--- src/common/wwdt_pkg.sv ---
package wwdt_pkg;

  // ----------------------------------------------------------------
  // register map (byte-wide registers on a plain port)
  // ----------------------------------------------------------------
  localparam logic [3:0] ADDR_CTRL_ZERO = 4'h0;
  localparam logic [3:0] ADDR_CTRL_ONE = 4'h1;
  localparam logic [3:0] ADDR_PS_LOW = 4'h2;
  localparam logic [3:0] ADDR_PS_HIGH = 4'h3;
  localparam logic [3:0] ADDR_COUNT_STAT = 4'h4;
  localparam logic [3:0] ADDR_IRQ_STAT = 4'h5;
  localparam logic [3:0] ADDR_IRQ_MASK = 4'h6;

  // ----------------------------------------------------------------
  // field positions and codes
  // ----------------------------------------------------------------
  localparam int CS_LSB = 4;
  localparam int WIN_LSB = 0;
  localparam int PERIOD_LSB = 1;
  localparam int SWEN_BIT = 0;
  localparam int COUNT_LSB = 3;
  localparam int ARMED_BIT = 2;
  localparam int PSTOP_LSB = 0;
  localparam logic [2:0] CODE_ALL_ONES = 3'h7;
  localparam logic [2:0] CS_LOW_OSC = 3'h0;
  localparam logic [2:0] CS_MID_OSC = 3'h1;
  localparam logic [4:0] PERIOD_RESET = 5'h0B;
  localparam logic [4:0] PERIOD_MAX = 5'h12;
  localparam logic [1:0] MODE_SW = 2'h1;
  localparam logic [1:0] MODE_OFF = 2'h0;
  localparam int IRQ_TIMEOUT = 0;
  localparam int IRQ_VIOL = 1;
  localparam int IRQ_BITS = 2;

  // ----------------------------------------------------------------
  // timing: tick rates derived from the 50 MHz system clock
  // ----------------------------------------------------------------
  localparam int SYS_CLK_HZ = 50000000;
  localparam int LOW_OSC_HZ = 31000;
  localparam int MID_OSC_HZ = 31250;
  localparam int LOW_DIV = SYS_CLK_HZ / LOW_OSC_HZ;
  localparam int MID_DIV = SYS_CLK_HZ / MID_OSC_HZ;
  localparam int PS_WIDTH = 18;
  localparam int CNT_WIDTH = 5;
  localparam int PS_BASE_LOG = 5;
  localparam int DIV_WIDTH = 11;

  // ----------------------------------------------------------------
  // carriers
  // ----------------------------------------------------------------
  typedef struct packed {
    logic [3:0] addr;
    logic [7:0] wdata;
    logic wr;
    logic rd;
  } wwdt_bus_type;

  typedef struct packed {
    logic [1:0] mode;
    logic [2:0] clk_default;
    logic [2:0] win_default;
    logic [4:0] period_default;
  } wwdt_cfg_type;

endpackage

--- src/verilog/wwdt_tick_div.sv ---
`timescale 1ns/100ps
// one-cycle tick at the selected oscillator rate
module wwdt_tick_div (
  input wire logic i_clk_sys,
  input wire logic i_nrst,
  input wire logic i_clear,
  input wire logic [2:0] i_sel,
  output logic o_tick
);

  typedef struct packed {
    logic [wwdt_pkg::DIV_WIDTH-1:0] cnt;
    logic tick;
  } wwdt_div_state_type;

  wwdt_div_state_type st_r;
  wwdt_div_state_type st_nxt;
  logic [wwdt_pkg::DIV_WIDTH-1:0] limit;

  // --------------------------------------------------------------
  // divider
  // --------------------------------------------------------------
  // reserved codes fall back to the low oscillator rate
  always_comb begin
    limit = (i_sel == wwdt_pkg::CS_MID_OSC) ? wwdt_pkg::DIV_WIDTH'(wwdt_pkg::MID_DIV - 1)
                                             : wwdt_pkg::DIV_WIDTH'(wwdt_pkg::LOW_DIV - 1);
    st_nxt = st_r;
    st_nxt.tick = 1'b0;
    if (i_clear) begin
      st_nxt.cnt = '0;
    end else if (st_r.cnt >= limit) begin
      st_nxt.cnt = '0;
      st_nxt.tick = 1'b1;
    end else begin
      st_nxt.cnt = st_r.cnt + 1'b1;
    end
  end

  always_ff @(posedge i_clk_sys) begin
    if (!i_nrst) begin
      st_r <= '0;
    end else begin
      st_r <= st_nxt;
    end
  end

  assign o_tick = st_r.tick;

endmodule // wwdt_tick_div

--- src/verilog/wwdt_window_cmp.sv ---
`timescale 1ns/100ps
// window comparator: open once count eighths passed the closed delay
module wwdt_window_cmp (
  input wire logic [wwdt_pkg::CNT_WIDTH-1:0] i_count,
  input wire logic [2:0] i_win,
  output logic o_open
);

  logic [3:0] closed_eighths;

  // code 111 has no closed part; each lower code closes one more eighth
  always_comb begin
    closed_eighths = 4'(wwdt_pkg::CODE_ALL_ONES - i_win);
    o_open = ({1'b0, i_count[wwdt_pkg::CNT_WIDTH-1:2]} >= closed_eighths);
  end

endmodule // wwdt_window_cmp

--- src/verilog/wwdt_ctrl.sv ---
// Strobed register access and the register offsets were left to the implementer.
`timescale 1ns/100ps
//
// Behaviour
// - select low or mid oscillator time base
// - window code sets closed eighths of period
// - clock select bits 6-4, window 2-0
// - bits 7 and 3 read zero
// - clock select resets to its default, or to low oscillator when default 111
// - window field resets from configuration default
// - clock select writable only when default 111
// - window writable only when default 111
// - prescale count split over three registers
// - count registers read-only, reset zero
// - watchdog count bits 6-3, bit7 zero
// - armed status in bit 2
// - clear outside window causes reset
// - clear while unarmed causes reset
// - control writes clear both counters
module wwdt_ctrl (
  input wire logic i_clk_sys,
  input wire logic i_nrst,
  input wire logic [3:0] i_addr,
  input wire logic [7:0] i_wdata,
  input wire logic i_wr,
  input wire logic i_rd,
  output logic [7:0] o_rdata,
  input wire logic i_clear_instr,
  input wire logic i_sleep,
  input wire logic [1:0] i_cfg_mode,
  input wire logic [2:0] i_cfg_tick_clock_default,
  input wire logic [2:0] i_cfg_window_size_default,
  input wire logic [4:0] i_cfg_period_default,
  output logic o_guard_reset,
  output logic o_wake,
  output logic o_irq
);

  // --------------------------------------------------------------
  // state
  // --------------------------------------------------------------
  typedef struct packed {
    logic [2:0] clk_sel;
    logic [2:0] win;
    logic [4:0] period;
    logic sw_en;
    logic [wwdt_pkg::PS_WIDTH-1:0] ps;
    logic [wwdt_pkg::CNT_WIDTH-1:0] cnt;
    logic armed;
    logic [wwdt_pkg::IRQ_BITS-1:0] irq_stat;
    logic [wwdt_pkg::IRQ_BITS-1:0] irq_mask;
    logic [7:0] rdata;
    logic rst_pulse;
    logic wake;
    logic sleep_d;
  } wwdt_state_type;

  wwdt_state_type st_r;
  wwdt_state_type st_nxt;
  wwdt_pkg::wwdt_bus_type bus;
  wwdt_pkg::wwdt_cfg_type cfg;
  logic tick;
  logic win_open;
  logic active;
  logic ctrl_wr;
  logic ps_done;
  logic timeout;
  logic violation;
  logic clr_ok;
  logic cnt_clear;
  logic [wwdt_pkg::PS_WIDTH-1:0] ps_limit;
  logic [wwdt_pkg::IRQ_BITS-1:0] irq_ev;

  assign bus = '{addr: i_addr, wdata: i_wdata, wr: i_wr, rd: i_rd};
  assign cfg = '{mode: i_cfg_mode, clk_default: i_cfg_tick_clock_default,
                 win_default: i_cfg_window_size_default,
                 period_default: i_cfg_period_default};

  // --------------------------------------------------------------
  // time base and window
  // --------------------------------------------------------------
  // time base select
  wwdt_tick_div u_div (
    .i_clk_sys(i_clk_sys),
    .i_nrst(i_nrst),
    .i_clear(cnt_clear),
    .i_sel(st_r.clk_sel),
    .o_tick(tick)
  );

  wwdt_window_cmp u_win (
    .i_count(st_r.cnt),
    .i_win(st_r.win),
    .o_open(win_open)
  );

  // --------------------------------------------------------------
  // control decode
  // --------------------------------------------------------------
  // enable mode, write decode, period limit and clear conditions
  always_comb begin
    case (cfg.mode)
      wwdt_pkg::MODE_OFF: active = 1'b0;
      wwdt_pkg::MODE_SW: active = st_r.sw_en;
      2'h2: active = !i_sleep;
      default: active = 1'b1;
    endcase
    ctrl_wr = bus.wr && (bus.addr == wwdt_pkg::ADDR_CTRL_ZERO ||
                         bus.addr == wwdt_pkg::ADDR_CTRL_ONE);
    // prescale of 2^code ticks per count (2^(5+code) per period); reserved codes give the minimum
    if (st_r.period > wwdt_pkg::PERIOD_MAX) begin
      ps_limit = wwdt_pkg::PS_WIDTH'(0);
    end else if (st_r.period == wwdt_pkg::PERIOD_MAX) begin
      // top code fills all 18 bits, where the shift below would wrap
      ps_limit = {wwdt_pkg::PS_WIDTH{1'b1}};
    end else begin
      ps_limit = wwdt_pkg::PS_WIDTH'((18'h00001 << st_r.period) - 1'b1);
    end
    ps_done = tick && (st_r.ps >= ps_limit);
    timeout = active && ps_done && (st_r.cnt == {wwdt_pkg::CNT_WIDTH{1'b1}});
    violation = active && i_clear_instr && (!win_open || !st_r.armed);
    clr_ok = i_clear_instr && !violation;
    cnt_clear = ctrl_wr || clr_ok || !active || (i_sleep != st_r.sleep_d);
    irq_ev = '0;
    irq_ev[wwdt_pkg::IRQ_TIMEOUT] = timeout;
    irq_ev[wwdt_pkg::IRQ_VIOL] = violation;
  end

  // --------------------------------------------------------------
  // next state
  // --------------------------------------------------------------
  always_comb begin
    st_nxt = st_r;
    st_nxt.rst_pulse = (timeout && !i_sleep) || violation;
    st_nxt.wake = timeout && i_sleep;
    // sleep level kept so entry and exit both clear the counters
    st_nxt.sleep_d = i_sleep;
    st_nxt.rdata = '0;
    // counters
    if (cnt_clear) begin
      st_nxt.ps = '0;
      st_nxt.cnt = '0;
    end else if (tick) begin
      if (ps_done) begin
        st_nxt.ps = '0;
        st_nxt.cnt = st_r.cnt + 1'b1;
      end else begin
        st_nxt.ps = st_r.ps + 1'b1;
      end
    end
    // arm after read, consumed by clear
    if (clr_ok || violation || ctrl_wr) begin
      st_nxt.armed = 1'b0;
    end else if (bus.rd && bus.addr == wwdt_pkg::ADDR_CTRL_ZERO) begin
      st_nxt.armed = 1'b1;
    end
    // register writes
    if (bus.wr) begin
      case (bus.addr)
        wwdt_pkg::ADDR_CTRL_ZERO: begin
          if (cfg.period_default == '1) begin
            st_nxt.period = bus.wdata[wwdt_pkg::PERIOD_LSB +: 5];
          end
          st_nxt.sw_en = bus.wdata[wwdt_pkg::SWEN_BIT];
        end
        wwdt_pkg::ADDR_CTRL_ONE: begin
          if (cfg.clk_default == wwdt_pkg::CODE_ALL_ONES) begin
            st_nxt.clk_sel = bus.wdata[wwdt_pkg::CS_LSB +: 3];
          end
          if (cfg.win_default == wwdt_pkg::CODE_ALL_ONES) begin
            st_nxt.win = bus.wdata[wwdt_pkg::WIN_LSB +: 3];
          end
        end
        wwdt_pkg::ADDR_IRQ_MASK: begin
          st_nxt.irq_mask = bus.wdata[wwdt_pkg::IRQ_BITS-1:0];
        end
        default: begin
        end
      endcase
    end
    // register reads; read of status clears, new events win
    if (bus.rd) begin
      case (bus.addr)
        wwdt_pkg::ADDR_CTRL_ZERO: begin
          st_nxt.rdata[wwdt_pkg::PERIOD_LSB +: 5] = st_r.period;
          st_nxt.rdata[wwdt_pkg::SWEN_BIT] = st_r.sw_en;
        end
        wwdt_pkg::ADDR_CTRL_ONE: begin
          st_nxt.rdata[wwdt_pkg::CS_LSB +: 3] = st_r.clk_sel;
          st_nxt.rdata[wwdt_pkg::WIN_LSB +: 3] = st_r.win;
        end
        wwdt_pkg::ADDR_PS_LOW: st_nxt.rdata = st_r.ps[7:0];
        wwdt_pkg::ADDR_PS_HIGH: st_nxt.rdata = st_r.ps[15:8];
        wwdt_pkg::ADDR_COUNT_STAT: begin
          st_nxt.rdata[wwdt_pkg::COUNT_LSB +: 4] = st_r.cnt[3:0];
          st_nxt.rdata[wwdt_pkg::ARMED_BIT] = st_r.armed;
          st_nxt.rdata[wwdt_pkg::PSTOP_LSB +: 2] = st_r.ps[17:16];
        end
        wwdt_pkg::ADDR_IRQ_STAT: begin
          st_nxt.rdata[wwdt_pkg::IRQ_BITS-1:0] = st_r.irq_stat;
          st_nxt.irq_stat = '0;
        end
        wwdt_pkg::ADDR_IRQ_MASK: begin
          st_nxt.rdata[wwdt_pkg::IRQ_BITS-1:0] = st_r.irq_mask;
        end
        default: begin
        end
      endcase
    end
    st_nxt.irq_stat = st_nxt.irq_stat | irq_ev;
  end

  // --------------------------------------------------------------
  // state register
  // --------------------------------------------------------------
  always_ff @(posedge i_clk_sys) begin
    if (!i_nrst) begin
      st_r <= '0;
      st_r.clk_sel <= (cfg.clk_default == wwdt_pkg::CODE_ALL_ONES) ?
                      wwdt_pkg::CS_LOW_OSC : cfg.clk_default;
      st_r.win <= cfg.win_default;
      st_r.period <= (cfg.period_default == '1) ?
                     wwdt_pkg::PERIOD_RESET : cfg.period_default;
    end else begin
      st_r <= st_nxt;
    end
  end

  // count registers reset to zero and ignore writes
  assign o_rdata = st_r.rdata;
  assign o_guard_reset = st_r.rst_pulse;
  assign o_wake = st_r.wake;
  assign o_irq = |(st_r.irq_stat & st_r.irq_mask);

  // --------------------------------------------------------------
  // checks
  // --------------------------------------------------------------
  a_unarmed_clear_rst: assert property (@(posedge i_clk_sys) disable iff (!i_nrst)
    active && i_clear_instr && !st_r.armed |=> o_guard_reset)
    else $error("unarmed clear gave no reset");
  a_closed_clear_rst: assert property (@(posedge i_clk_sys) disable iff (!i_nrst)
    active && i_clear_instr && !win_open |=> o_guard_reset)
    else $error("closed window clear gave no reset");
  a_ctrl_wr_clears: assert property (@(posedge i_clk_sys) disable iff (!i_nrst)
    ctrl_wr |=> st_r.cnt == '0 && st_r.ps == '0)
    else $error("control write did not clear counters");
  a_cs_locked: assert property (@(posedge i_clk_sys) disable iff (!i_nrst)
    cfg.clk_default != wwdt_pkg::CODE_ALL_ONES |=> $stable(st_r.clk_sel))
    else $error("locked clock select changed");
  a_win_locked: assert property (@(posedge i_clk_sys) disable iff (!i_nrst)
    cfg.win_default != wwdt_pkg::CODE_ALL_ONES |=> $stable(st_r.win))
    else $error("locked window changed");
  a_armed_read: assert property (@(posedge i_clk_sys) disable iff (!i_nrst)
    bus.rd && bus.addr == wwdt_pkg::ADDR_COUNT_STAT ##1 1'b1
    |-> o_rdata[wwdt_pkg::ARMED_BIT] == $past(st_r.armed))
    else $error("armed bit readback wrong");
  a_ctrl_one_zero: assert property (@(posedge i_clk_sys) disable iff (!i_nrst)
    bus.rd && bus.addr == wwdt_pkg::ADDR_CTRL_ONE |=> !o_rdata[7] && !o_rdata[3])
    else $error("unimplemented bits read nonzero");
  a_arm_needs_read: assert property (@(posedge i_clk_sys) disable iff (!i_nrst)
    $rose(st_r.armed) |-> $past(bus.rd && bus.addr == wwdt_pkg::ADDR_CTRL_ZERO))
    else $error("armed without arming read");

  // --------------------------------------------------------------
  // readback, reset and sequencing checks
  // --------------------------------------------------------------
  // readback fields follow the state one cycle after the read strobe
  a_cs_readback: assert property (@(posedge i_clk_sys) disable iff (!i_nrst)
    bus.rd && bus.addr == wwdt_pkg::ADDR_CTRL_ONE
    |=> o_rdata[wwdt_pkg::CS_LSB +: 3] == $past(st_r.clk_sel))
    else $error("clock select readback wrong");
  a_win_readback: assert property (@(posedge i_clk_sys) disable iff (!i_nrst)
    bus.rd && bus.addr == wwdt_pkg::ADDR_CTRL_ONE
    |=> o_rdata[wwdt_pkg::WIN_LSB +: 3] == $past(st_r.win))
    else $error("window readback wrong");
  a_ps_low_read: assert property (@(posedge i_clk_sys) disable iff (!i_nrst)
    bus.rd && bus.addr == wwdt_pkg::ADDR_PS_LOW |=> o_rdata == $past(st_r.ps[7:0]))
    else $error("prescale low readback wrong");
  a_ps_high_read: assert property (@(posedge i_clk_sys) disable iff (!i_nrst)
    bus.rd && bus.addr == wwdt_pkg::ADDR_PS_HIGH |=> o_rdata == $past(st_r.ps[15:8]))
    else $error("prescale high readback wrong");
  a_ps_top_read: assert property (@(posedge i_clk_sys) disable iff (!i_nrst)
    bus.rd && bus.addr == wwdt_pkg::ADDR_COUNT_STAT
    |=> o_rdata[wwdt_pkg::PSTOP_LSB +: 2] == $past(st_r.ps[17:16]))
    else $error("prescale top readback wrong");
  a_count_readback: assert property (@(posedge i_clk_sys) disable iff (!i_nrst)
    bus.rd && bus.addr == wwdt_pkg::ADDR_COUNT_STAT
    |=> o_rdata[wwdt_pkg::COUNT_LSB +: 4] == $past(st_r.cnt[3:0]))
    else $error("count readback wrong");
  a_count_top_zero: assert property (@(posedge i_clk_sys) disable iff (!i_nrst)
    bus.rd && bus.addr == wwdt_pkg::ADDR_COUNT_STAT |=> !o_rdata[7])
    else $error("count register top bit nonzero");
  a_rdata_idle: assert property (@(posedge i_clk_sys) disable iff (!i_nrst)
    !bus.rd |=> o_rdata == '0)
    else $error("read data stood without a read");
  // reset values load from the configuration levels, so no disable here
  a_cs_reset_default: assert property (@(posedge i_clk_sys)
    !i_nrst && cfg.clk_default == wwdt_pkg::CODE_ALL_ONES |=> st_r.clk_sel == wwdt_pkg::CS_LOW_OSC)
    else $error("clock select reset value wrong");
  a_win_reset: assert property (@(posedge i_clk_sys)
    !i_nrst |=> st_r.win == $past(cfg.win_default))
    else $error("window reset value wrong");
  a_count_reset: assert property (@(posedge i_clk_sys)
    !i_nrst |=> st_r.ps == '0 && st_r.cnt == '0 && !st_r.armed)
    else $error("counters not zero after reset");
  a_count_no_write: assert property (@(posedge i_clk_sys) disable iff (!i_nrst)
    bus.wr && bus.addr == wwdt_pkg::ADDR_PS_HIGH && !tick && !cnt_clear
    |=> $stable(st_r.ps))
    else $error("write changed the prescale count");
  // window decode and clear handling
  a_win_full_open: assert property (@(posedge i_clk_sys) disable iff (!i_nrst)
    st_r.win == wwdt_pkg::CODE_ALL_ONES |-> win_open)
    else $error("widest window not open");
  a_win_last_eighth: assert property (@(posedge i_clk_sys) disable iff (!i_nrst)
    st_r.win == '0
    |-> win_open == (st_r.cnt[4:2] == wwdt_pkg::CODE_ALL_ONES))
    else $error("narrowest window wrong");
  a_clear_ok_resets: assert property (@(posedge i_clk_sys) disable iff (!i_nrst)
    active && clr_ok
    |=> st_r.cnt == '0 && st_r.ps == '0 && !st_r.armed)
    else $error("valid clear did not restart the count");
  a_arm_on_read: assert property (@(posedge i_clk_sys) disable iff (!i_nrst)
    bus.rd && bus.addr == wwdt_pkg::ADDR_CTRL_ZERO && !bus.wr && !i_clear_instr
    |=> st_r.armed)
    else $error("arming read did not arm");
  a_armed_clear_ok: assert property (@(posedge i_clk_sys) disable iff (!i_nrst)
    active && i_clear_instr && st_r.armed && win_open && !timeout
    |=> !o_guard_reset)
    else $error("valid clear gave a reset");
  a_wr_disarms: assert property (@(posedge i_clk_sys) disable iff (!i_nrst)
    ctrl_wr |=> !st_r.armed)
    else $error("control write left the guard armed");
  a_sleep_wake: assert property (@(posedge i_clk_sys) disable iff (!i_nrst)
    timeout && i_sleep |=> o_wake && !o_guard_reset)
    else $error("sleep time-out did not wake");
  // set wins over the read that clears the status
  a_viol_sticky: assert property (@(posedge i_clk_sys) disable iff (!i_nrst)
    violation |=> st_r.irq_stat[wwdt_pkg::IRQ_VIOL])
    else $error("violation status not set");
  a_inactive_idle: assert property (@(posedge i_clk_sys) disable iff (!i_nrst)
    !active |=> st_r.cnt == '0 && st_r.ps == '0)
    else $error("disabled guard kept counting");

endmodule // wwdt_ctrl

--- config.mk ---
export PLATFORM = sky130hd
export DESIGN_NAME = wwdt_ctrl
export DESIGN_NICKNAME = d
export VERILOG_FILES = /design/src/common/wwdt_pkg.sv /design/src/verilog/wwdt_tick_div.sv /design/src/verilog/wwdt_window_cmp.sv /design/src/verilog/wwdt_ctrl.sv
export SDC_FILE = /design/constraint.sdc
export NUM_CORES = 1
export LEC_CHECK = 0
export BUFFER_PORTS_ARGS = -buffer_cell sky130_fd_sc_hd__buf_2
export CAP_MARGIN = 20
export CORE_MARGIN = 2
export CORE_UTILIZATION = 28
export CTS_CLUSTER_SIZE = 40
export DETAILED_ROUTE_END_ITERATION = 10
export PLACE_DENSITY = 0.47
export SYNTH_ARGS = -nofsm -noshare
export SYNTH_HDL_FRONTEND = slang
export SYNTH_SLANG_ARGS = --single-unit
export TNS_END_PERCENT = 50
--- constraint.sdc ---
create_clock -name i_clk_sys -period 12.1 [get_ports i_clk_sys]
set_clock_uncertainty 0.2 [all_clocks]
set_input_delay 1.21 -clock i_clk_sys [delete_from_list [all_inputs] [get_ports i_clk_sys]]
set_output_delay 1.21 -clock i_clk_sys [all_outputs]
set_load 0.05 [all_outputs]
==> results of run 1 <==
[state kept, by name (all words and copies together) (netlist names)]
name / flops
o_guard_reset: 1
o_rdata: 8
o_wake: 1
st_r: 41
u_div.o_tick: 1
u_div.st_r: 11
[cell families (layout without fill, tap and decap cells)]
logic type                 Yosys count  after routing  share of synthesized area
AOI/OAI and AO/OA                  116            116                     0.1900
xor gates and xnor gates            21             21                    0.04504
buffers and inverters               54             75                    0.06127
and+or+nand+nor                    223            223                     0.2613
adders and majority gates           30             30                    0.09191
muxes                                6              6                    0.01471
DFF                                 63             63                     0.3358
[through the flow]
step	util	area, um^2
detailed placement	0.3020	4339
floorplan	-	4084
CTS	0.3227	4637
finish	0.3227	4637
global route	0.3227	4637
global placement	0.3020	4339
[where the power goes]
group	switching (mW)	leakage (nW)	internal, mW
logic	0.0350	1.10	0.0223
clock network	0.0969	0.150	0.165
registers	0.00843	0.526	0.218
[placed cells by master (no fill, tap or decap), types with 4 or more instances in the layout]
cell type  Yosys  layout
a31oi_1       14      14
nor2b_1       10      10
and2_1         5       5
nand4_1        8       8
and3_1         8       8
a21oi_1       28      28
dfxtp_1       52      52
a22oi_1       12      12
xnor2_1        4       4
nor2_1        48      48
ha_1          30      30
mux2i_1        6       6
nand2_1       67      67
a21o_1         7       7
edfxtp_1      11      11
o22ai_1        5       5
nor3_1        17      17
nand2b_1       8       8
inv_1         17      17
xor2_1        17      17
o21ai_0       18      18
nand3_1       36      36
clkbuf_16      0       9
buf_2          5      40
[cell type report]
cell class / instances / share of cell area
Multi-Input combinational cell: 396 / 0.5310
Sequential cell: 63 / 0.2957
Clock buffer: 11 / 0.05235
Tap cell: 184 / 0.04965
Timing Repair Buffer: 41 / 0.04479
Inverter: 18 / 0.01457
Clock inverter: 5 / 0.01187
[worst max-delay path by stage]
stage / start / to / slack [ps]
after floorplan: st_r[44] / st_r[19] / 8230
after global placement: st_r[42] / st_r[19] / 7540
after detailed placement: st_r[42] / st_r[19] / 7480
after CTS: st_r[42] / st_r[19] / 7450
after global routing: st_r[42] / st_r[19] / 7180
final: st_r[42] / st_r[19] / 7440
[per-layer routing]
metal | vias to the layer above | wire [um] | part of all wire | track usage
li1 | 1865 | - | - | -
met1 | 1733 | 5361 | 0.49 | 0.2016
met2 | 58 | 4964 | 0.45 | 0.2224
met3 | 13 | 469 | 0.043 | 0.03265
met4 | 0 | 172 | 0.016 | 0.03569
met5 | - | 0 | 0 | 0
[worst max-delay path: stages, from the launching register on]
cell and delay (ps):
edfxtp_1 630, nor2_1 610, nand3_1 160, ha_1 350
nor4_1 310, a31oi_1 70, o22a_1 210, nor2_1 80
a21oi_1 70, ha_1 310, nand4_1 100, o221a_2 300
o211a_1 460, or4_4 570, a21oi_2 140
==> results.txt, run 1 <==
----------------------------------------------------
[Status]
  Status ... complete, no violations

[Final layout]
  Multi-input gate area in the final layout ... ~2500 um^2
  Fraction of layout instances using a drive strength above 1 ... 0.1273
  Non-filler cells, final ... just over 700
  Layout Area Growth over Synthesis ... 13.54%
  Footprint of the flip-flops and latches ... about 1400 um^2
  Count of filler cells inserted in the layout ... between 1500 and 2000
  Diode insertion count for antenna repair ... 0
  Number of nets in the layout ... slightly below 600

[Setup path]
  Startpoint type of the worst setup path ... flop
  Worst Path Arrival ... around 4700 ps
  Terminus of the critical flop-to-flop path ... st_r[19]
  Required time of the critical path ... approximately 12000 ps
  Reg-to-reg startpoint ... st_r[42]
  Register-to-Register Setup Slack ... around 7400 ps
  Largest driver fanout on the critical path ... 19
  Worst Setup End Kind ... flop
  Worst reg-to-reg path cell count ... 14
  Setup CP Type ... reg2reg

[Route]
  Number of violations reported at the end of detailed-routing iteration 0 ... 220
  Total iterations of the first detailed-routing run ... 4
  Post-route DRC ... 0
  Post-route antenna net violation count ... 0
  Final WL ... roughly 11000 um
  Average routed wire per standard cell ... 15.27 um
  Routed via count divided by cell count ... between 5 and 6
  Number of vias in the routed layout ... around 3700

[Timing]
  Number of setup violations in the final report ... 0
  Post-route clock period utilization ... 0.3850
  Max-slew violation count ... 0
  Measured slew at the worst slew-check pin ... 803.9 ps
  Total count of hold-check failures in the final report ... 0
  Fin Hold WS ... approximately 300 ps
  Setup TNS ... 0 ps
  Unrepaired setup endpoints after global routing ... no
  Maximum achievable frequency ... between 200 and 250 MHz
  Setup slack after layout ... around 7400 ps
  Worst max-slew margin expressed relative to the limit ... 0.4600
  Shortest period the worst path allows ... approximately 4700 ps

[Min path]
  Path category of the worst min-delay check ... reg2reg
  Number of stages on the worst hold path ... 2
  Hold Path Origin ... u_div.st_r[11]
  End point of the worst hold path ... u_div.o_tick

[Synth]
  Synthesized Nets ... about 570
  Number of register bits inferred by synthesis ... 63
  Synth warnings ... 0
  Most frequently used cell type in the post-synthesis netlist ... nand2_1
  Share of synthesized area occupied by flip-flops and latches ... 0.3358
  Count of cell types in the netlist ... 60
  Top post-synthesis cells by area ... dfxtp_1, ha_1, edfxtp_1, nand2_1, nand3_1
  Cell type with the largest total area after synthesis ... dfxtp_1
  Proportion of synthesized flip-flops having asynchronous set or reset ... 0
  Number of enable-type register cells in the synthesized netlist ... 11
  Syn avg cell area ... 7.961 um^2
  Area share of the largest cell type after synthesis ... 0.2549
  Gate count of the mapped netlist ... slightly above 500
  Netlist area before placement ... 4084 um^2
  Most frequent cells after synthesis ... nand2_1, dfxtp_1, nor2_1, nand3_1, ha_1
  Most frequently used flop master after synthesis ... dfxtp_1

[Floorplan]
  DIE WIDTH ... between 100 and 150 um
  Area inside the core boundary ... about 14000 um^2
  Cell row count ... 44
  Area of the die ... between 15000 and 20000 um^2
  Chip Height ... between 100 and 150 um
  I/O Pins ... 42
  Initial core utilization ... 0.2842

[Clock tree]
  Clk sink count ... between 60 and 70
  Cts bufs inserted ... 9
  Clock transition at the registers of the reported paths ... ~50 ps
  Post-CTS setup repair buffer count ... 0
  CTS H-tree depth ... 3
  Worst-Skew Late Latency ... between 300 and 400 ps
  Root buffer cell ... clkbuf_16
  Total of hold buffers inserted after clock tree synthesis ... 0
  CTS tree ... yes
  Resize count post-CTS ... 0
  Maximum number of buffers from clock root to sink ... 2

[Run]
  Max Cap Violations ... 0

[Power and ir drop]
  P per Cell Area ... 117.8 nW/um^2
  Max VDD drop ... between 0.00008 and 0.00009 V
  Post-layout total power ... 546.2 uW
  Leakage dissipation ... about 1.8 nW

[Global routing]
  Total track usage ... 0.1435
  Wire length of the first global-routing pass ... ~18000 um
  Vias in the first global route ... ~3400
  Antenna violations before repair ... 0
  Largest net degree at the start of global routing ... 34
  Remaining Overflow, GRT ... 0

[Placed design]
  DP Wirelength ... about 8000 um
  Setup slack at placement ... 7481 ps
  Placer Congestion ... a little under 0.9
  IO buf count ... 40
  Inst Count DP ... approximately 700

----------------------------------------------------
Note: power is estimated with default switching activity, not from simulation.
==> run 2, diff against run 1 <==
ABC_AREA = 1   (was not set)
PLACE_DENSITY = 0.48   (was 0.47)
clock period = 3.8 ns   (was 12.1 ns; I/O delays follow)
==> run 2 against run 1 <==
  * Flip-flop and latch count is the same
  * Critical path depth grew 11
  * Clock-buffer cell count grew 3
  * Global-route usage shrank 0.92 points
==> results.txt, run 2 <==
----------------------------------------------------
[Clock tree]
  CTS H-tree depth ... 3 (unchanged)
  Clock transition at the registers of the reported paths ... 50 ps (about the same)
  Clk sink count ... 63 (unchanged)
  Cts bufs inserted ... 9 (unchanged)
  Maximum number of buffers from clock root to sink ... 2 (unchanged)
  CTS tree ... yes
  Root buffer cell ... clkbuf_16
  Worst-Skew Late Latency ... 330 ps (about the same)

[Timing]
  Maximum achievable frequency ... 290.9 MHz (+36%)
  Post-route clock period utilization ... 0.9045 (+0.5196)
  Max-slew violation count ... 0 (unchanged)
  Shortest period the worst path allows ... 3437 ps (-1221 ps)
  Setup TNS ... 0 ps (unchanged)
  Total count of hold-check failures in the final report ... 0 (unchanged)
  Number of setup violations in the final report ... 0 (unchanged)
  Unrepaired setup endpoints after global routing ... no
  Worst max-slew margin expressed relative to the limit ... 0.5175 (+0.05751)
  Measured slew at the worst slew-check pin ... 716.2 ps (-87.65 ps)

[Floorplan]
  Area of the die ... 15760 um^2 (+1.2%)
  Chip Height ... 125.5 um (+0.61%)
  Area inside the core boundary ... 14480 um^2 (+0.77%)
  Cell row count ... 44 (unchanged)
  I/O Pins ... 42 (unchanged)
  DIE WIDTH ... 125.5 um (+0.61%)
  Initial core utilization ... 0.2856 (+0.001382)

[Setup path]
  Worst Setup End Kind ... flop
  Critical-path cell with the highest stage delay ... edfxtp_1
  Startpoint type of the worst setup path ... flop
  Crit-path most repeated cell ... inv_1
  Setup CP Type ... reg2reg
  Largest stage delay on the critical path ... 430 ps (-200 ps)
  Largest driver fanout on the critical path ... 6 (-13)
  Worst Path Arrival ... 3480 ps (-1240 ps)
  Required time of the critical path ... 3840 ps (-8320 ps)
  Register-to-Register Setup Slack ... 360 ps (-7080 ps)

[Global routing]
  Wire length of the first global-routing pass ... 17010 um (-5.7%)
  Vias in the first global route ... 3594 (+4.7%)
  Remaining Overflow, GRT ... 0 (unchanged)
  Antenna violations before repair ... 0 (unchanged)
  Total track usage ... 0.1343 (-0.009151)
  Largest net degree at the start of global routing ... 19 (-44%)

[Route]
  Total iterations of the first detailed-routing run ... 4 (unchanged)
  Number of vias in the routed layout ... 3725 (+1.5%)
  Post-route DRC ... 0 (unchanged)
  Average routed wire per standard cell ... 12.76 um (-16%)
  Final WL ... 10390 um (-5.3%)
  Routed via count divided by cell count ... 4.576 (-10%)
  Post-route antenna net violation count ... 0 (unchanged)
  Number of violations reported at the end of detailed-routing iteration 0 ... 199 (-9.5%)

[Synth]
  Synth warnings ... 0 (unchanged)
  Count of cell types in the netlist ... 44 (-27%)
  Number of register bits inferred by synthesis ... 63 (unchanged)
  Number of enable-type register cells in the synthesized netlist ... 11 (unchanged)
  Area share of the largest cell type after synthesis ... 0.2517 (-0.003162)
  Proportion of synthesized flip-flops having asynchronous set or reset ... 0 (unchanged)
  Top post-synthesis cells by area ... dfxtp_1, nand2_1, ha_1, edfxtp_1, inv_1
  Netlist area before placement ... 4135 um^2 (+1.3%)
  Cell type with the largest total area after synthesis ... dfxtp_1
  Synthesized Nets ... 642 (+12%)
  Most frequent cells after synthesis ... nand2_1, inv_1, nor2_1, dfxtp_1, nand3_1
  Share of synthesized area occupied by flip-flops and latches ... 0.3316 (-0.004166)
  Most frequently used flop master after synthesis ... dfxtp_1
  Syn avg cell area ... 7.117 um^2 (-11%)
  Gate count of the mapped netlist ... 581 (+13%)
  Most frequently used cell type in the post-synthesis netlist ... nand2_1

[Placed design]
  Placer Congestion ... 0.8049 (-7.5%)
  IO buf count ... 40 (unchanged)
  Placed cell areas ... 4511 um^2 (+4.0%)
  DP Wirelength ... 8405 um (+3.8%)

[Final layout]
  Largest register by flop count ... st_r
  Finished Cell Area ... 4841 um^2 (+4.4%)
  Layout Area Growth over Synthesis ... 17.06%
  Top library cells by usage in the layout, fill and taps aside ... nand2_1, inv_1, nor2_1
  Leading cell type in the layout, fill and taps excluded ... nand2_1
  Fraction of layout instances using a drive strength above 1 ... 0.1476 (+0.02028)
  Flip-flop count of the largest register after layout ... 41 (unchanged)
  Number of nets in the layout ... 686 (+16%)
  Diode insertion count for antenna repair ... 0 (unchanged)

[Status]
  Status ... complete, no violations

[Power and ir drop]
  P per Cell Area ... 366.7 nW/um^2 (+210%)
  Max VDD drop ... 0.0002319 V (+170%)
  Leakage dissipation ... 2.077 nW (+17%)

[Min path]
  Path category of the worst min-delay check ... in2reg

[Run]
  Max Cap Violations ... 0 (unchanged)

----------------------------------------------------
-- run 2: cells by family (layout without fill, tap and decap cells) --
| logic type | count (synthesis) | count (layout) | synth area share |
|---|---|---|---|
| and+or+nand+nor | 274 | 274 | 0.2947 |
| buffers and inverters | 109 | 158 | 0.1138 |
| AOI/OAI and AO/OA | 80 | 80 | 0.1159 |
| DFF | 63 | 63 | 0.3316 |
| adders and majority gates | 30 | 30 | 0.09077 |
| xor gates and xnor gates | 24 | 24 | 0.05083 |
| muxes | 1 | 1 | 0.002421 |
-- run 2: where the power goes --
group / internal (mW) / switching [mW] / total (mW)
logic: 0.0770 / 0.145 / 0.223
registers: 0.696 / 0.0114 / 0.708
clock network: 0.561 / 0.284 / 0.845
-- run 2: per-stage QoR --
stage | power, mW | cells | worst slack (ps) | util | hold WS, ps
finish | 1.775 | 814 | 362.8 | 0.3343 | 59.12
global route | 1.853 | 814 | 11.97 | 0.3343 | 62.48
CTS | 1.791 | 814 | 170.0 | 0.3330 | 50.49
detailed placement | 0.9412 | 798 | 190.6 | 0.3115 | 246.9
global placement | 0.9377 | 798 | 251.4 | 0.3115 | 228.2
floorplan | 0.8706 | 581 | 531.8 | - | 217.5
-- run 2: area by class of cell --
type | count | area (um^2)
inverter | 94 | 355.3
fill | 1581 | 9638
multi-input combinational | 409 | 2312
timing repair buffer | 48 | 260.3
clock inverter | 2 | 37.54
sequential | 63 | 1371
tap | 184 | 230.2
clock buffer | 14 | 274.0
-- run 2: repair_timing --
| action | in CTS | in global routing |
|---|---|---|
| gates resized for setup | 0 | 4 |
| setup endpoints to repair | 0 | 26 |
| buffers inserted | 0 | 0 |
| hold buffers | 0 | 0 |
-- run 2: final timing paths --
kind	from	endpoint	cells past startpoint
hold / removal	i_clear_instr	st_r[15]	2
setup reg to reg	st_r[41]	o_guard_reset	25
hold reg to reg	u_div.st_r[1]	u_div.st_r[1]	1
setup / recovery	st_r[41]	o_guard_reset	25
-- run 2: critical path, delay by kind of cell, from the launching register on --
kind | cells | cell delay (ps)
buffers and inverters | 7 | 580
flip-flops | 1 | 430
AO/OA/AOI/OAI | 2 | 230
adder cells (fa/ha/maj) | 2 | 490
AND/OR/NAND/NOR | 14 | 1430
-- run 2: per-layer routing --
metal	vias up	wire (um)	global-route usage	share of wire
met4	0	187	0.04902	0.018
met5	-	0	0	0
met3	13	492	0.02610	0.047
met2	81	4542	0.2127	0.44
li1	1975	-	-	-
met1	1656	5164	0.1817	0.50
==> run 3, diff against run 2 <==
CORE_MARGIN = 3   (was 2)
==> run 3 against run 2 <==
  * Clock-buffer cell count shrank 1
  * Global-route usage grew 0.37 points
  * Sequential share of layout area shrank 0.051 points
  * Die area grew 3.2%
  * First-iteration DRC count grew 17%
  * Hold slack gained 7.1 ps
  * Largest power group unchanged
==> results.txt, run 3 (synthesis results as in run 2) <==
----------------------------------------------------
[Status]
  Status ... complete, no violations

[Final layout]
  Layout Area Growth over Synthesis ... 17.28%
  Non-filler cells, final ... 809 (-0.61%)
  Flip-flop count of the largest register after layout ... 41 (unchanged)
  Top library cells by usage in the layout, fill and taps aside ... nand2_1, inv_1, nor2_1
  Largest register by flop count ... st_r
  Leading cell type in the layout, fill and taps excluded ... nand2_1
  Diode insertion count for antenna repair ... 0 (unchanged)
  Number of nets in the layout ... 686 (unchanged)
  Fraction of layout instances using a drive strength above 1 ... 0.1526 (+0.005004)

[Setup path]
  Startpoint type of the worst setup path ... flop
  Required time of the critical path ... 3810 ps (-30 ps)
  Largest stage delay on the critical path ... 420 ps (about the same)
  Worst Path Arrival ... 3410 ps (-70 ps)
  Crit-path most repeated cell ... inv_1
  Critical-path cell with the highest stage delay ... edfxtp_1
  Depth of the critical timing path with buffers and inverters included ... 25 (unchanged)
  Worst Setup End Kind ... flop
  Cell class contributing the biggest share of worst-path delay ... simple AND/OR/NAND/NOR gates
  Largest driver fanout on the critical path ... 18 (+12)
  Worst reg-to-reg path cell count ... 25 (unchanged)
  Buffers & Inverters on Critical Path ... 5 (-2)
  Setup CP Type ... reg2reg

[Route]
  Average routed wire per standard cell ... 13.22 um (+3.6%)
  Number of violations reported at the end of detailed-routing iteration 0 ... 233 (+17%)
  Post-route antenna net violation count ... 0 (unchanged)
  Total iterations of the first detailed-routing run ... 4 (unchanged)
  Routed via count divided by cell count ... 4.712 (+3.0%)
  Post-route DRC ... 0 (unchanged)
  Number of vias in the routed layout ... 3812 (+2.3%)
  Final WL ... 10690 um (+2.9%)

[Global routing]
  Vias in the first global route ... 3785 (+5.3%)
  Total track usage ... 0.1380 (+0.003689)
  Antenna violations before repair ... 0 (unchanged)
  Largest net degree at the start of global routing ... 19 (unchanged)
  Remaining Overflow, GRT ... 0 (unchanged)
  Wire length of the first global-routing pass ... 18000 um (+5.8%)

[Power and ir drop]
  Max VDD drop ... 0.0002321 V (about the same)
  P per Cell Area ... 366.5 nW/um^2 (about the same)
  Leakage dissipation ... 2.075 nW (about the same)

[Timing]
  Fin Hold WS ... 66.26 ps (+7.136 ps)
  Worst max-slew margin expressed relative to the limit ... 0.5315 (+0.01403)
  Total count of hold-check failures in the final report ... 0 (unchanged)
  Shortest period the worst path allows ... 3399 ps (-37.84 ps)
  Setup slack after layout ... 400.6 ps (+37.84 ps)
  Max-slew violation count ... 0 (unchanged)
  Post-route clock period utilization ... 0.8946 (-0.009959)
  Number of setup violations in the final report ... 0 (unchanged)
  Measured slew at the worst slew-check pin ... 695.4 ps (-20.82 ps)
  Maximum achievable frequency ... 294.2 MHz (+1.1%)

[Floorplan]
  I/O Pins ... 42 (unchanged)
  Cell row count ... 43 (-2.3%)
  Area of the die ... 16260 um^2 (+3.2%)
  Chip Height ... 127.5 um (+1.6%)
  Initial core utilization ... 0.2922 (+0.006642)
  DIE WIDTH ... 127.5 um (+1.6%)
  Area inside the core boundary ... 14150 um^2 (-2.3%)

[Placed design]
  Placer Congestion ... 0.8219 (+2.1%)
  IO buf count ... 40 (unchanged)
  Inst Count DP ... 793 (-0.63%)
  Setup slack at placement ... 210.4 ps (+19.81 ps)
  DP Wirelength ... 8602 um (+2.3%)

[Min path]
  Path category of the worst min-delay check ... in2reg
  Number of stages on the worst hold path ... 2 (unchanged)

[Run]
  Max Cap Violations ... 0 (unchanged)

[Clock tree]
  Cts bufs inserted ... 9 (unchanged)
  Worst-Skew Late Latency ... 330 ps (about the same)
  CTS tree ... yes
  Clk sink count ... 63 (unchanged)
  Clock transition at the registers of the reported paths ... 50 ps (about the same)
  CTS H-tree depth ... 3 (unchanged)
  Maximum number of buffers from clock root to sink ... 2 (unchanged)
  Root buffer cell ... clkbuf_16

----------------------------------------------------
[run 3: metrics by stage]
step	util	area, um^2	setup TNS [ps]	power, mW
3_5_place_dp	0.3179	4498	0	0.9399
4_1_cts	0.3397	4807	0	1.795
5_1_grt	0.3427	4850	-18.59	1.862
2_1_floorplan	-	4135	0	0.8706
6_report	0.3427	4850	0	1.778
3_3_place_gp	0.3179	4498	0	0.9353
[run 3: area by class of cell]
type                       count  area (um^2)
multi-input combinational    409         2328
clock buffer                  13        271.5
inverter                      94        355.3
sequential                    63         1371
tap                          180        225.2
timing repair buffer          48        260.3
fill                        1571         9300
clock inverter                 2        37.54
[run 3: worst reg2reg max path, stage by stage, from the launching register on]
cell and delay [ps]:
edfxtp_1 420, nor2_4 150, inv_1 60, nor2_1 130, inv_1 90, nor2_1 130, inv_1 60, ha_1 190
inv_1 100, a31oi_4 40, nand2_2 120, nor2_4 70, nand2_4 80, nand2_1 50, nand3_1 90, nand2_1 70
ha_1 280, nand2_1 60, nor2_2 140, inv_1 80, a21oi_1 130, nor2_1 70, nand3_2 120, nand2_4 110
nand2_8 190, nor2_1 70
[run 3: metal layers]
metal | share of wire | vias to the layer above | track usage
met5 | 0 | - | 0
met4 | 0.0058 | 0 | 0.04795
met3 | 0.041 | 4 | 0.02299
met2 | 0.47 | 78 | 0.2258
met1 | 0.49 | 1771 | 0.1840
li1 | - | 1959 | -
[run 3: worst paths after layout]
path | slack [ps] | from | to
min reg2reg | 250 | u_div.st_r[1] | u_div.st_r[1]
max reg2reg | 400 | st_r[41] | st_r[37]
max | 400 | st_r[41] | st_r[37]
min | 70 | i_clear_instr | st_r[15]
[run 3: power by group]
part | switching (mW) | total (mW) | internal (mW)
logic | 0.147 | 0.225 | 0.0775
registers | 0.0114 | 0.707 | 0.696
clock network | 0.284 | 0.845 | 0.562
[run 3: what timing repair did]
action / CTS / global route
setup endpoints to repair: 0 / 26
hold buffers: 0 / 0
buffers inserted: 0 / 1
gates resized for setup: 0 / 8
